### src/hw/hmsi_regs.vh
// register offsets, field positions and timing counts for the host/micro bridge
`ifndef HMSI_REGS_VH
`define HMSI_REGS_VH
// =============================================
// micro side register indices (byte address = 4 * index)
`define HMSI_R_INSTAT 4'h0
`define HMSI_R_LCS0 4'h1
`define HMSI_R_LCS1 4'h2
`define HMSI_R_LCS2 4'h3
`define HMSI_R_RXLO 4'h4
`define HMSI_R_RXHI 4'h5
`define HMSI_R_TXEN 4'h6
`define HMSI_R_CARRIER 4'h7
`define HMSI_R_RING 4'h8
`define HMSI_R_SWLED 4'h9
// =============================================
// input status bits
`define HMSI_IS_LCSAVAIL 0
`define HMSI_IS_RXFULL 1
`define HMSI_IS_LCSALARM 2
`define HMSI_IS_RXALARM 3
`define HMSI_IS_MAINT 4
// =============================================
// host word offsets (address bits 2:1)
`define HMSI_H_CSR 2'h0
`define HMSI_H_RECEIVE_BUFFER_REG 2'h1
`define HMSI_H_TCR 2'h2
`define HMSI_H_MSR 2'h3
// =============================================
// control and status bits
`define HMSI_CSR_MAINT 3
`define HMSI_CSR_CLR 4
`define HMSI_CSR_MSE 5
`define HMSI_CSR_RIE 6
`define HMSI_CSR_RECEIVE_DONE_BIT 7
`define HMSI_CSR_SAE 12
`define HMSI_CSR_SA 13
`define HMSI_CSR_TIE 14
`define HMSI_CSR_TRANSMITTER_READY 15
// =============================================
// line control silo entry tags (bits 23:16)
`define HMSI_TAG_LPR 8'h01
`define HMSI_TAG_DTR 8'h02
`define HMSI_TAG_TDR 8'h03
// =============================================
// timing
`define HMSI_CLK_MHZ 20
`define HMSI_SSYN_NS 150
`define HMSI_SSYN_CYC ((`HMSI_SSYN_NS * `HMSI_CLK_MHZ + 999) / 1000)
`define HMSI_SCAN_DIV 16
`define HMSI_ALARM_LEVEL 16
`define HMSI_VECTOR 9'h0c0
`define HMSI_VEC_STEP 9'h004
`endif

### src/hw/hmsi_fifo.v
// first in first out store with separate load and unload ports
`timescale 1ns/1ps
`default_nettype none
module hmsi_fifo #(
   parameter WIDTH = 16,
   parameter DEPTH = 64,
   parameter AW = 6
) (
   // clock and reset
   input wire clk_sys,
   input wire rst_n,
   // load side
   input wire push,
   input wire [WIDTH-1:0] pushData,
   output wire full,
   // unload side
   input wire pop,
   output wire [WIDTH-1:0] popData,
   output wire empty,
   // occupancy
   output wire [AW:0] count
);
   reg [WIDTH-1:0] mem [0:DEPTH-1];
   reg [AW:0] wrPtr_q;
   reg [AW:0] rdPtr_q;
   wire doPush;
   wire doPop;

   // =============================================
   // pointers
   assign count = wrPtr_q - rdPtr_q;
   assign full = (count == DEPTH[AW:0]);
   assign empty = (count == {(AW+1){1'b0}});
   assign doPush = push & ~full;
   assign doPop = pop & ~empty;
   assign popData = mem[rdPtr_q[AW-1:0]];

   always @(posedge clk_sys) begin
      if (!rst_n) begin
         wrPtr_q <= {(AW+1){1'b0}};
         rdPtr_q <= {(AW+1){1'b0}};
      end else begin
         if (doPush)
            wrPtr_q <= wrPtr_q + 1'b1;
         if (doPop)
            rdPtr_q <= rdPtr_q + 1'b1;
      end
   end

   always @(posedge clk_sys) begin
      if (doPush)
         mem[wrPtr_q[AW-1:0]] <= pushData;
   end
endmodule // hmsi_fifo
`default_nettype wire

### src/hw/hmsi_top.v
// host bus to microcontroller bridge with silos and interrupts
`timescale 1ns/1ps
`default_nettype none
`include "hmsi_regs.vh"
module hmsi_top #(
   parameter SCAN_DIV = `HMSI_SCAN_DIV,
   parameter [8:0] VECTOR = `HMSI_VECTOR
) (
   // clock and reset
   input wire clk_sys,
   input wire rst_n,
   // microcontroller avalon slave
   input wire [3:0] avsAddress,
   input wire avsRead,
   input wire avsWrite,
   input wire [31:0] avsWritedata,
   input wire [3:0] avsByteenable,
   output reg [31:0] avsReaddata,
   output wire avsWaitrequest,
   // host bus slave
   input wire [12:1] hostAddr,
   input wire hostMsyn,
   input wire hostWrite,
   input wire [15:0] hostWdata,
   output reg [15:0] hostRdata,
   output reg hostSsyn,
   // host interrupt
   output wire hostBr5,
   input wire hostBg5,
   output reg hostSack,
   output reg hostBbsy,
   output reg hostIntr,
   output reg [15:0] hostVector,
   // board switches and indicators
   input wire [9:0] addrSwitch,
   input wire [7:0] maintSwitch,
   output reg [7:0] ledOut
);
   localparam IDLE = 2'h0;
   localparam SACK = 2'h1;
   localparam VECT = 2'h2;
   localparam integer SSYN_CYC_I = `HMSI_SSYN_CYC;
   localparam [2:0] SSYN_CYC = SSYN_CYC_I[2:0];

   // =============================================
   // state
   reg avAck_q;
   reg [7:0] rxLo_q;
   reg [7:0] microTxEn_q;
   reg [7:0] carrier_q;
   reg [7:0] ring_q;
   reg [15:0] csr_q;
   reg [7:0] hostTxEn_q;
   reg [7:0] dtr_q;
   reg [2:0] dly_q;
   reg msynDly_q;
   reg rbufCycle_q;
   reg [3:0] alarmCnt_q;
   reg rxAlarm_q;
   reg [2:0] line_q;
   reg [7:0] scanDiv_q;
   reg transmitter_ready_q;
   reg rxCond_q;
   reg rxPend_q;
   reg txPend_q;
   reg [1:0] irqSt_q;
   reg servRx_q;
   wire avTake;
   wire avWr;
   wire [15:0] rxOut;
   wire rxEmpty;
   wire rxFull;
   wire [6:0] rxCount;
   wire [23:0] lcsOut;
   wire lcsEmpty;
   wire lcsFull;
   wire [6:0] lcsCount;
   wire lcsAlarm;
   wire match;
   wire hostTake;
   wire hostEnd;
   wire [1:0] hReg;
   wire rxPush;
   wire lcsPop;
   reg lcsPush;
   reg [23:0] lcsIn;
   wire rxCond;
   wire txOk;
   wire trdyRise;

   function [15:0] setBit;
      input [15:0] val;
      input [3:0] pos;
      input bitv;
      begin
         setBit = val;
         setBit[pos] = bitv;
      end
   endfunction

   // =============================================
   // microcontroller avalon slave, one wait cycle
   assign avTake = (avsRead | avsWrite) & avAck_q;
   assign avsWaitrequest = (avsRead | avsWrite) & ~avAck_q;
   assign avWr = avTake & avsWrite & avsByteenable[0];
   assign rxPush = avWr & (avsAddress == `HMSI_R_RXHI);
   assign lcsPop = avTake & avsRead & (avsAddress == `HMSI_R_LCS2);

   always @(posedge clk_sys) begin
      if (!rst_n) begin
         avAck_q <= 1'b0;
         avsReaddata <= 32'h0;
      end else begin
         avAck_q <= (avsRead | avsWrite) & ~avAck_q;
         if ((avsRead & ~avAck_q)) begin
            avsReaddata <= 32'h0;
            case (avsAddress)
               `HMSI_R_INSTAT: begin
                  avsReaddata[`HMSI_IS_LCSAVAIL] <= ~lcsEmpty;
                  avsReaddata[`HMSI_IS_RXFULL] <= rxFull;
                  avsReaddata[`HMSI_IS_LCSALARM] <= lcsAlarm;
                  avsReaddata[`HMSI_IS_RXALARM] <= rxAlarm_q;
                  avsReaddata[`HMSI_IS_MAINT] <= csr_q[`HMSI_CSR_MAINT];
               end
               `HMSI_R_LCS0: avsReaddata[7:0] <= lcsOut[7:0];
               `HMSI_R_LCS1: avsReaddata[7:0] <= lcsOut[15:8];
               `HMSI_R_LCS2: avsReaddata[7:0] <= lcsOut[23:16];
               `HMSI_R_TXEN: avsReaddata[7:0] <= microTxEn_q;
               `HMSI_R_SWLED: avsReaddata[7:0] <= maintSwitch;
               default: avsReaddata <= 32'h0;
            endcase
         end
      end
   end

   // micro writable bytes; host maintenance copy shares carrier/ring
   always @(posedge clk_sys) begin
      if (!rst_n) begin
         rxLo_q <= 8'h0;
         microTxEn_q <= 8'h0;
         carrier_q <= 8'h0;
         ring_q <= 8'h0;
         ledOut <= 8'h0;
      end else begin
         if (avWr) begin
            case (avsAddress)
               `HMSI_R_RXLO: rxLo_q <= avsWritedata[7:0];
               `HMSI_R_TXEN: microTxEn_q <= avsWritedata[7:0];
               `HMSI_R_CARRIER: carrier_q <= avsWritedata[7:0];
               `HMSI_R_RING: ring_q <= avsWritedata[7:0];
               `HMSI_R_SWLED: ledOut <= avsWritedata[7:0];
               default: rxLo_q <= rxLo_q;
            endcase
         end
         if (hostTake & hostWrite & (hReg == `HMSI_H_TCR) &
             csr_q[`HMSI_CSR_MAINT]) begin
            carrier_q <= hostWdata[15:8];
            ring_q <= hostWdata[15:8];
         end
      end
   end

   // =============================================
   // silos
   hmsi_fifo #(.WIDTH(16), .DEPTH(64), .AW(6)) rxSilo (
      .clk_sys(clk_sys),
      .rst_n(rst_n),
      .push(rxPush),
      .pushData({avsWritedata[7:0], rxLo_q}),
      .full(rxFull),
      .pop(hostEnd & rbufCycle_q),
      .popData(rxOut),
      .empty(rxEmpty),
      .count(rxCount)
   );

   hmsi_fifo #(.WIDTH(24), .DEPTH(64), .AW(6)) lcsSilo (
      .clk_sys(clk_sys),
      .rst_n(rst_n),
      .push(lcsPush),
      .pushData(lcsIn),
      .full(lcsFull),
      .pop(lcsPop),
      .popData(lcsOut),
      .empty(lcsEmpty),
      .count(lcsCount)
   );

   assign lcsAlarm = (lcsCount >= `HMSI_ALARM_LEVEL);

   // =============================================
   // host address decode and slave sync
   assign match = (hostAddr[12:3] == addrSwitch);
   assign hReg = hostAddr[2:1];
   assign hostTake = hostMsyn & match & ~hostSsyn & (dly_q == SSYN_CYC);
   assign hostEnd = msynDly_q & ~hostMsyn;

   always @(posedge clk_sys) begin
      if (!rst_n) begin
         dly_q <= 3'h0;
         hostSsyn <= 1'b0;
         msynDly_q <= 1'b0;
         rbufCycle_q <= 1'b0;
         hostRdata <= 16'h0;
      end else begin
         msynDly_q <= hostMsyn;
         if (!hostMsyn) begin
            dly_q <= 3'h0;
            hostSsyn <= 1'b0;
         end else if (match & ~hostSsyn) begin
            if (dly_q != SSYN_CYC)
               dly_q <= dly_q + 3'h1;
            else
               hostSsyn <= 1'b1;
         end
         if (hostEnd)
            rbufCycle_q <= 1'b0;
         if (hostTake & ~hostWrite) begin
            rbufCycle_q <= (hReg == `HMSI_H_RECEIVE_BUFFER_REG) & ~rxEmpty;
            case (hReg)
               `HMSI_H_CSR: hostRdata <= {transmitter_ready_q, csr_q[14], rxAlarm_q,
                  csr_q[12], 1'b0, line_q, ~rxEmpty, csr_q[6:3], 3'h0};
               `HMSI_H_RECEIVE_BUFFER_REG: hostRdata <= rxEmpty ? 16'h0 :
                  {rxOut[15:12], 1'b0, rxOut[10:0]};
               `HMSI_H_TCR: hostRdata <= {dtr_q, hostTxEn_q};
               `HMSI_H_MSR: hostRdata <= {carrier_q, ring_q};
               default: hostRdata <= 16'h0;
            endcase
         end
      end
   end

   // host register writes and silo loading
   always @* begin
      lcsPush = 1'b0;
      lcsIn = {`HMSI_TAG_LPR, hostWdata};
      if (hostTake & hostWrite) begin
         case (hReg)
            `HMSI_H_RECEIVE_BUFFER_REG: lcsPush = 1'b1;
            `HMSI_H_TCR: begin
               lcsPush = 1'b1;
               lcsIn = {`HMSI_TAG_DTR, 8'h0, hostWdata[15:8]};
            end
            `HMSI_H_MSR: begin
               lcsPush = 1'b1;
               lcsIn = {`HMSI_TAG_TDR, hostWdata};
            end
            default: lcsPush = 1'b0;
         endcase
      end
   end

   always @(posedge clk_sys) begin
      if (!rst_n) begin
         csr_q <= 16'h0;
         hostTxEn_q <= 8'h0;
         dtr_q <= 8'h0;
      end else if (hostTake & hostWrite) begin
         if (hReg == `HMSI_H_CSR) begin
            csr_q <= 16'h0;
            csr_q[6:3] <= hostWdata[6:3];
            csr_q[12] <= hostWdata[12];
            csr_q[14] <= hostWdata[14];
         end
         if (hReg == `HMSI_H_TCR) begin
            hostTxEn_q <= hostWdata[7:0];
            dtr_q <= hostWdata[15:8];
         end
      end
   end

   // =============================================
   // receive alarm counter
   always @(posedge clk_sys) begin
      if (!rst_n) begin
         alarmCnt_q <= 4'h0;
         rxAlarm_q <= 1'b0;
      end else if (hostTake & ~hostWrite & (hReg == `HMSI_H_RECEIVE_BUFFER_REG)) begin
         alarmCnt_q <= {3'h0, rxPush & ~rxFull};
         rxAlarm_q <= 1'b0;
      end else if (rxPush & ~rxFull) begin
         alarmCnt_q <= alarmCnt_q + 4'h1;
         if (alarmCnt_q == 4'hf)
            rxAlarm_q <= 1'b1;
      end
   end

   // =============================================
   // transmit scanner
   assign txOk = microTxEn_q[line_q] & hostTxEn_q[line_q] &
                 csr_q[`HMSI_CSR_MSE] & ~lcsAlarm;

   always @(posedge clk_sys) begin
      if (!rst_n) begin
         line_q <= 3'h0;
         scanDiv_q <= 8'h0;
         transmitter_ready_q <= 1'b0;
      end else if (transmitter_ready_q) begin
         if ((hostTake & hostWrite & (hReg == `HMSI_H_MSR)) |
             ~hostTxEn_q[line_q] | ~csr_q[`HMSI_CSR_MSE])
            transmitter_ready_q <= 1'b0;
      end else if (scanDiv_q == SCAN_DIV[7:0] - 8'h1) begin
         scanDiv_q <= 8'h0;
         if (txOk)
            transmitter_ready_q <= 1'b1;
         else
            line_q <= line_q + 3'h1;
      end else begin
         scanDiv_q <= scanDiv_q + 8'h1;
      end
   end

   // =============================================
   // interrupt requests and vector dialogue
   assign rxCond = (~rxEmpty & csr_q[`HMSI_CSR_RIE]) |
                   (rxAlarm_q & csr_q[`HMSI_CSR_SAE]);
   assign trdyRise = ~transmitter_ready_q & (scanDiv_q == SCAN_DIV[7:0] - 8'h1) & txOk;
   assign hostBr5 = (rxPend_q | txPend_q) & (irqSt_q == IDLE);

   always @(posedge clk_sys) begin
      if (!rst_n) begin
         rxCond_q <= 1'b0;
         rxPend_q <= 1'b0;
         txPend_q <= 1'b0;
         irqSt_q <= IDLE;
         servRx_q <= 1'b0;
         hostSack <= 1'b0;
         hostBbsy <= 1'b0;
         hostIntr <= 1'b0;
         hostVector <= 16'h0;
      end else begin
         rxCond_q <= rxCond;
         case (irqSt_q)
            IDLE: begin
               if (hostBg5 & (rxPend_q | txPend_q)) begin
                  hostSack <= 1'b1;
                  hostBbsy <= 1'b1;
                  servRx_q <= rxPend_q;
                  irqSt_q <= SACK;
               end
            end
            SACK: begin
               hostIntr <= 1'b1;
               hostVector <= servRx_q ? {7'h0, VECTOR} :
                  {7'h0, VECTOR + `HMSI_VEC_STEP};
               irqSt_q <= VECT;
            end
            VECT: begin
               if (!hostBg5) begin
                  hostSack <= 1'b0;
                  hostBbsy <= 1'b0;
                  hostIntr <= 1'b0;
                  hostVector <= 16'h0;
                  irqSt_q <= IDLE;
               end
            end
            default: irqSt_q <= IDLE;
         endcase
         if (irqSt_q == SACK) begin
            if (servRx_q)
               rxPend_q <= 1'b0;
            else
               txPend_q <= 1'b0;
         end
         if (rxCond & ~rxCond_q)
            rxPend_q <= 1'b1;
         if (trdyRise & csr_q[`HMSI_CSR_TIE])
            txPend_q <= 1'b1;
      end
   end
endmodule // hmsi_top
`default_nettype wire

### config.mk
export PLATFORM = sky130hd
export DESIGN_NAME = hmsi_top
export DESIGN_NICKNAME = d
export VERILOG_FILES = /design/src/hw/hmsi_fifo.v /design/src/hw/hmsi_top.v
export VERILOG_INCLUDE_DIRS = /design/src /design/src/hw
export SDC_FILE = /design/constraint.sdc
export NUM_CORES = 2
export LEC_CHECK = 0
export ABC_AREA = 1
export CORE_MARGIN = 2
export CORE_UTILIZATION = 63
export DETAILED_ROUTE_END_ITERATION = 7
export DONT_BUFFER_PORTS = 1
export PLACE_DENSITY_LB_ADDON = 0.25
export SETUP_SLACK_MARGIN = 0.1
export SYNTH_ARGS = -nofsm -noshare
export SYNTH_HDL_FRONTEND = slang
export SYNTH_SLANG_ARGS = --single-unit
export TNS_END_PERCENT = 30
### constraint.sdc
create_clock -name clk_sys -period 5.1 [get_ports clk_sys]
set_input_delay 0.51 -clock clk_sys [delete_from_list [all_inputs] [get_ports clk_sys]]
set_output_delay 0.51 -clock clk_sys [all_outputs]
set_load 0.05 [all_outputs]
-- Word-level counts from Yosys, hierarchy flattened
Memory sizes are Yosys's and may differ from the RTL's. A register that Yosys moved wholly into a read port is not among the register bits.
Index checks and enable logic that the tools add are counted.
- add/sub/neg operators: 10
- $lt $le $gt $ge: 2
- equality and inequality tests: 24
- multiplexer cells: 51
- bitwise logic cells: 57
- reduce and logical (&&, ||, !) cells: 35
- operators by type and width (operator ; count):
    case mux 16 bit (4 select lines) ; 1
    two-way mux 8 bit ; 7
    AND 1 bit ; 36
    case mux 18 bit (2 select lines) ; 1
    two-way mux 16 bit ; 2
    case mux 16 bit (2 select lines) ; 1
    AND reduction 2 bit ; 16
    case mux 5 bit (6 select lines) ; 1
    adder 7 x 1 -> 7 bit (second input constant) ; 4
    two-way mux 1 bit ; 24
    two-way mux 6 bit ; 4
    nonzero test 2 bit ; 10
    two-way mux 18 bit ; 1
    == test 4 x 3 -> 1 bit (second input constant) ; 4
    NOT 1 bit ; 16
    case mux 3 bit (5 select lines) ; 1
    == test 7 bit (second input constant) ; 2
    zero test 7 bit ; 2
    subtractor 7 bit ; 2
    == test 4 bit (second input constant) ; 3
    == test 10 bit ; 1
    adder 8 x 1 -> 8 bit (second input constant) ; 1
    == test 4 x 2 -> 1 bit (second input constant) ; 2
    == test 8 x 4 -> 1 bit (second input constant) ; 1
    other kinds (22) ; 36
- bits in registers: 162
- memory bits (writable): 2176
- input port bits: 93
- output and inout bits: 78
- logic and storage cells: 214
- memories kept: 2
- memories (name ; words ; width ; rd ports ; clocked after Yosys merged registers in ; write ports ; line ; text):
    lcsSilo.mem ; 64 ; 18 ; 1 ; 1 ; 1 ; hmsi_fifo.v:23 ; reg [WIDTH-1:0] mem [0:DEPTH-1];
    rxSilo.mem ; 64 ; 16 ; 1 ; 1 ; 1 ; hmsi_fifo.v:23 ;

-- Logic depth before layout (Yosys ltp)
- depth in word-level cells: 10
- depth in mapped cells: 18

-- Cells and area by module
Synthesis repeated with hierarchy kept, for this count alone.
- cell total of the unflattened synthesis: 9957
- area, all modules: 112121.3 sq um
- modules (own cells, without submodules) (module ; times used ; cells each ; area each (sq um)):
    hmsi_fifo (lcsSilo) ; 1 ; 5410 ; 63314.5
    hmsi_fifo (rxSilo) ; 1 ; 3667 ; 42744.7
    hmsi_top ; 1 ; 880 ; 6062.1

-- Least setup slack after synthesis
OpenSTA, ideal clock, no wires.
- path kind: input-to-reg
- start point: input port addrSwitch[9]
- end point: memory lcsSilo.mem[0][10] (netlist bit) (data pin)
- library setup time: 0.501 ns
- data arrival time: 3.164 ns
- path slack: 1.435 ns
- stages on the path: 12
- path buffers: 1
- path through: inv_1 > or2_2 > nand4_1 > nor2_2 > nand4_2 > nor2_4 > inv_2 > nor2_4 > nand2_4 > inv_4 > buf_6 > nor2_1
- word-level cells in the longest chain between the ends: 6
- RTL lines (element ; line ; text):
    start: declaration ; hmsi_top.v:35 ; input wire [9:0] addrSwitch,
    == test 10 bit ; hmsi_top.v:193 ; assign match = (hostAddr[12:3] == addrSwitch);
    AND 1 bit (3 in a row) ; hmsi_top.v:195 ; assign hostTake = hostMsyn & match & ~hostSsyn & (dly_q == SSYN_CYC);
    AND 1 bit ; hmsi_top.v:237 ; if (hostTake & hostWrite) begin
    two-way mux 18 bit ; hmsi_top.v:237 ;
    via lcsIn[10] ; hmsi_top.v:86 ; reg [23:0] lcsIn;
    end: declaration ; hmsi_fifo.v:23 ;
The timed path passes the listed nets, and every way through them passes these cells.

-- Final worst setup path
- start point: register hostSsyn
- end point: memory lcsSilo.mem[15][0] (netlist bit) (data pin)
- word-level cells in the longest chain between the ends: 5
- RTL lines (element ; line ; text):
    start: declaration ; hmsi_top.v:26 ; output reg hostSsyn,
    start signal: assignment ; hmsi_top.v:201 ; hostSsyn <= 1'b0;
    start signal: assignment ; hmsi_top.v:209 ; hostSsyn <= 1'b0;
    start signal: assignment ; hmsi_top.v:214 ; hostSsyn <= 1'b1;
    NOT 1 bit ; hmsi_top.v:195 ;
    AND 1 bit (2 in a row) ; hmsi_top.v:195 ;
    AND 1 bit ; hmsi_top.v:237 ;
    two-way mux 18 bit ; hmsi_top.v:237 ;
    via lcsIn[0] ; hmsi_top.v:86 ;
The timed path passes the listed nets, and every way through them passes these cells.

==> impl_metrics.env <==
export IMPL_synth_largest_area_cell="edfxtp_1"
export IMPL_nNetsFinal=8350
export IMPL_synth_top_family_by_area="simple AND/OR/NAND/NOR gates"
export IMPL_switching_share=0.199
export IMPL_dr_pass1_iters=8
export IMPL_arrival_ps=4630
export IMPL_avgRoutedWirePerCell_um=23.6
export IMPL_crit_chain="a21oi_1 > nand4_1 > nor2_2 > nand4_2 > nor2_4 > inv_2 > nor2_4 > nand2_4 > inv_4 > nand2_1 > nand2_2 > buf_4"
export IMPL_pre_cts_ws_ps=1190
export IMPL_min_delay_path_depth=4
export IMPL_ys_ff_latch=2271
export IMPL_powerDensity_mw_per_mm2=358
export IMPL_cp_slowest_cell="nand2_2"
export IMPL_worst_slack_ps=1140
export IMPL_drive_gt1_frac=0.0806
export IMPL_reg2reg_depth=12
export IMPL_finalHoldViolations=0
export IMPL_synth_xor_area_share=0.00122
export IMPL_power_frac_seq=0.550
export IMPL_synth_area_mm2=0.0930
export IMPL_synth_compound_area_frac=0.0188
export IMPL_rsz0062_at_grt="no"
export IMPL_finClkSkew_ps=38.6
export IMPL_die_y_um=388
export IMPL_crit_path_frequent_cell="nor2_4"
export IMPL_totalWireLength_um=244000
export IMPL_fmaxAchievable_ghz=0.253
export IMPL_p_leak_nw=36.8
export IMPL_clockBufferDepth=3
export IMPL_htreeDepth=4
export IMPL_fin_crit_sh=0.776
export IMPL_intPower_mw=29.5
export IMPL_placed_cells=9904
export IMPL_clk_latency_ps=850
export IMPL_antenna_found_initial=1
export IMPL_startpoint_type="flop"
export IMPL_cts_inserted_buffers=215
export IMPL_mostFrequentLayoutCells="2639 x nand2_1, 2112 x edfxtp_1, 1919 x nand3_1"
export IMPL_synth_top_cell_area_share=0.682
export IMPL_cts_root_buf="clkbuf_16"
export IMPL_dp_final_hpwl_um=138000
export IMPL_synthArstFlopShare=0
export IMPL_required_ps=5770
export IMPL_cpPeakStageDelay_ps=890
export IMPL_cp_top_family="simple AND/OR/NAND/NOR gates"
export IMPL_pwr_share_comb=0.013
export IMPL_grt_overflow=0
export IMPL_grt_pass1_wl_um=365000
export IMPL_fin_cells=10300
export IMPL_post_cts_buffers=0
export IMPL_clk_pin_slew_ps=60
export IMPL_ys_types=53
export IMPL_ys_warn_count=0
export IMPL_final_area_mm2=0.103
export IMPL_worstMarginPinSlew_ps=1300
export IMPL_crit_path_end_kind="flop"
export IMPL_yosys_area_share_adder=0.00283
export IMPL_path_depth=12
export IMPL_status="completed"
export IMPL_die_w_um=388
export IMPL_grt_usage=0.321
export IMPL_synth_area_leaders="edfxtp_1 68%, nand2_1 11%, nand3_1 10%"
export IMPL_drc=0
export IMPL_drv_slew=0
export IMPL_cts_tree="built"
export IMPL_via_per_inst=6.16
export IMPL_num_rows=140
export IMPL_yosys_area_share_simple=0.227
export IMPL_power_switching_mw=7.33
export IMPL_initial_core_util=0.637
export IMPL_ys_flop_type="edfxtp_1"
export IMPL_n_fill_cell=9774
export IMPL_avgSynthCellArea_um2=11.3
export IMPL_slew_headroom=0.131
export IMPL_cts_resized=0
export IMPL_clockPowerShare=0.437
export IMPL_synth_edff_count=2112
export IMPL_fp_dieArea_mm2=0.151
export IMPL_gp_congestion=0.951
export IMPL_peakVddDrop_mv=0.407
export IMPL_grt_pass1_vias=61200
export IMPL_ys_seq_area_frac=0.716
export IMPL_power_mw=36.8
export IMPL_final_setup_tns_ps=0
export IMPL_vias=63700
export IMPL_path_buf_inv=3
export IMPL_ios=171
export IMPL_grt_max_degree=269
export IMPL_dpl_cell_area_mm2=0.0954
export IMPL_cp_max_fo=50
export IMPL_crit_type="reg2reg"
export IMPL_setup_violations=0
export IMPL_cap_violations=0
export IMPL_netlist_instances=8230
export IMPL_layout_cells_most_common="nand2_1"
export IMPL_hold_slack_ps=54.1
export IMPL_synthToLayoutAreaGrowth_pct=10.7
export IMPL_cts_sinks=2271
export IMPL_ant_nets=0
export IMPL_fin_crit_ps=3960
export IMPL_yosys_mux_area_fraction=0
export IMPL_fin_util=0.705
export IMPL_drt_iter0_markers=8408
export IMPL_io_buffer_count=0
export IMPL_hp_class="in2reg"
export IMPL_core_area_mm2=0.146
export IMPL_largest_reg_flops=1152
## tightest hold or removal path: cells and delay by family
family                 cells  cell delay [ps]
AOI/OAI and AO/OA          1               90
and+or+nand+nor            2              120
buffers and inverters      1              110
## cells by family (layout without fill, tap and decap cells)
family / after synthesis / in the layout
AOI/OAI and AO/OA: 315 / 315
xor gates and xnor gates: 13 / 13
adders and majority gates: 21 / 21
buffers and inverters: 687 / 843
DFF: 2271 / 2271
other: 1 / 41
and+or+nand+nor: 4922 / 4922
## final cells by class
type	instances	area [um^2]	area share
timing repair buffer	278	2610	0.0253
sequential	2271	66600	0.647
inverter	162	659	0.00640
tap	1917	2400	0.0233
multi-input combinational	5308	23500	0.229
antenna	4	10.0	0.0000972
clock buffer	258	5670	0.0550
clock inverter	145	1450	0.0141
## power groups by stage
stage	clock, mW	sequential, mW	combinational, mW
after detailed placement	0	20.7	0.337
after global placement	0	20.7	0.329
after CTS	16.2	20.3	0.462
after floorplan	0	20.7	0.229
final	16.1	20.3	0.473
after global routing	16.9	20.3	0.497
## cell usage after synthesis, drive strengths merged, types with 2 or more instances
| master | number |
|---|---|
| a21oi | 156 |
| a221oi | 13 |
| a31oi | 2 |
| a32o | 3 |
| buf | 372 |
| clkbuf | 153 |
| clkinv | 4 |
| dfxtp | 159 |
| edfxtp | 2112 |
| ha | 21 |
| inv | 158 |
| nand2 | 2653 |
| nand3 | 1926 |
| nand3b | 2 |
| nand4 | 23 |
| nor2 | 295 |
| nor3 | 13 |
| nor3b | 3 |
| nor4 | 2 |
| o211ai | 7 |
| o21ai | 118 |
| o31ai | 9 |
| or2 | 4 |
| xnor2 | 6 |
| xor2 | 7 |
## metal layers
metal  GRT usage  part of all wire
met5           0                 0
met3      0.0521             0.089
met2       0.524              0.49
met4       0.208             0.070
met1       0.402              0.35
## timing repair
action                                 4_1_cts  5_1_grt
endpoints found under the hold margin      576        0
hold buffers                                32        0
setup endpoints to repair                    0        0
## final timing paths
| check | to | from | slack (ps) |
|---|---|---|---|
| worst max-delay path | lcsSilo.mem[15][0] | hostSsyn | 1140 |
| worst max register to register | lcsSilo.mem[15][0] | hostSsyn | 1140 |
| worst min-delay path | ring_q[5] | hostWdata[13] | 50 |
| worst min register to register | dly_q[1] | dly_q[1] | 470 |
Note: power is estimated with default switching activity, not from simulation.
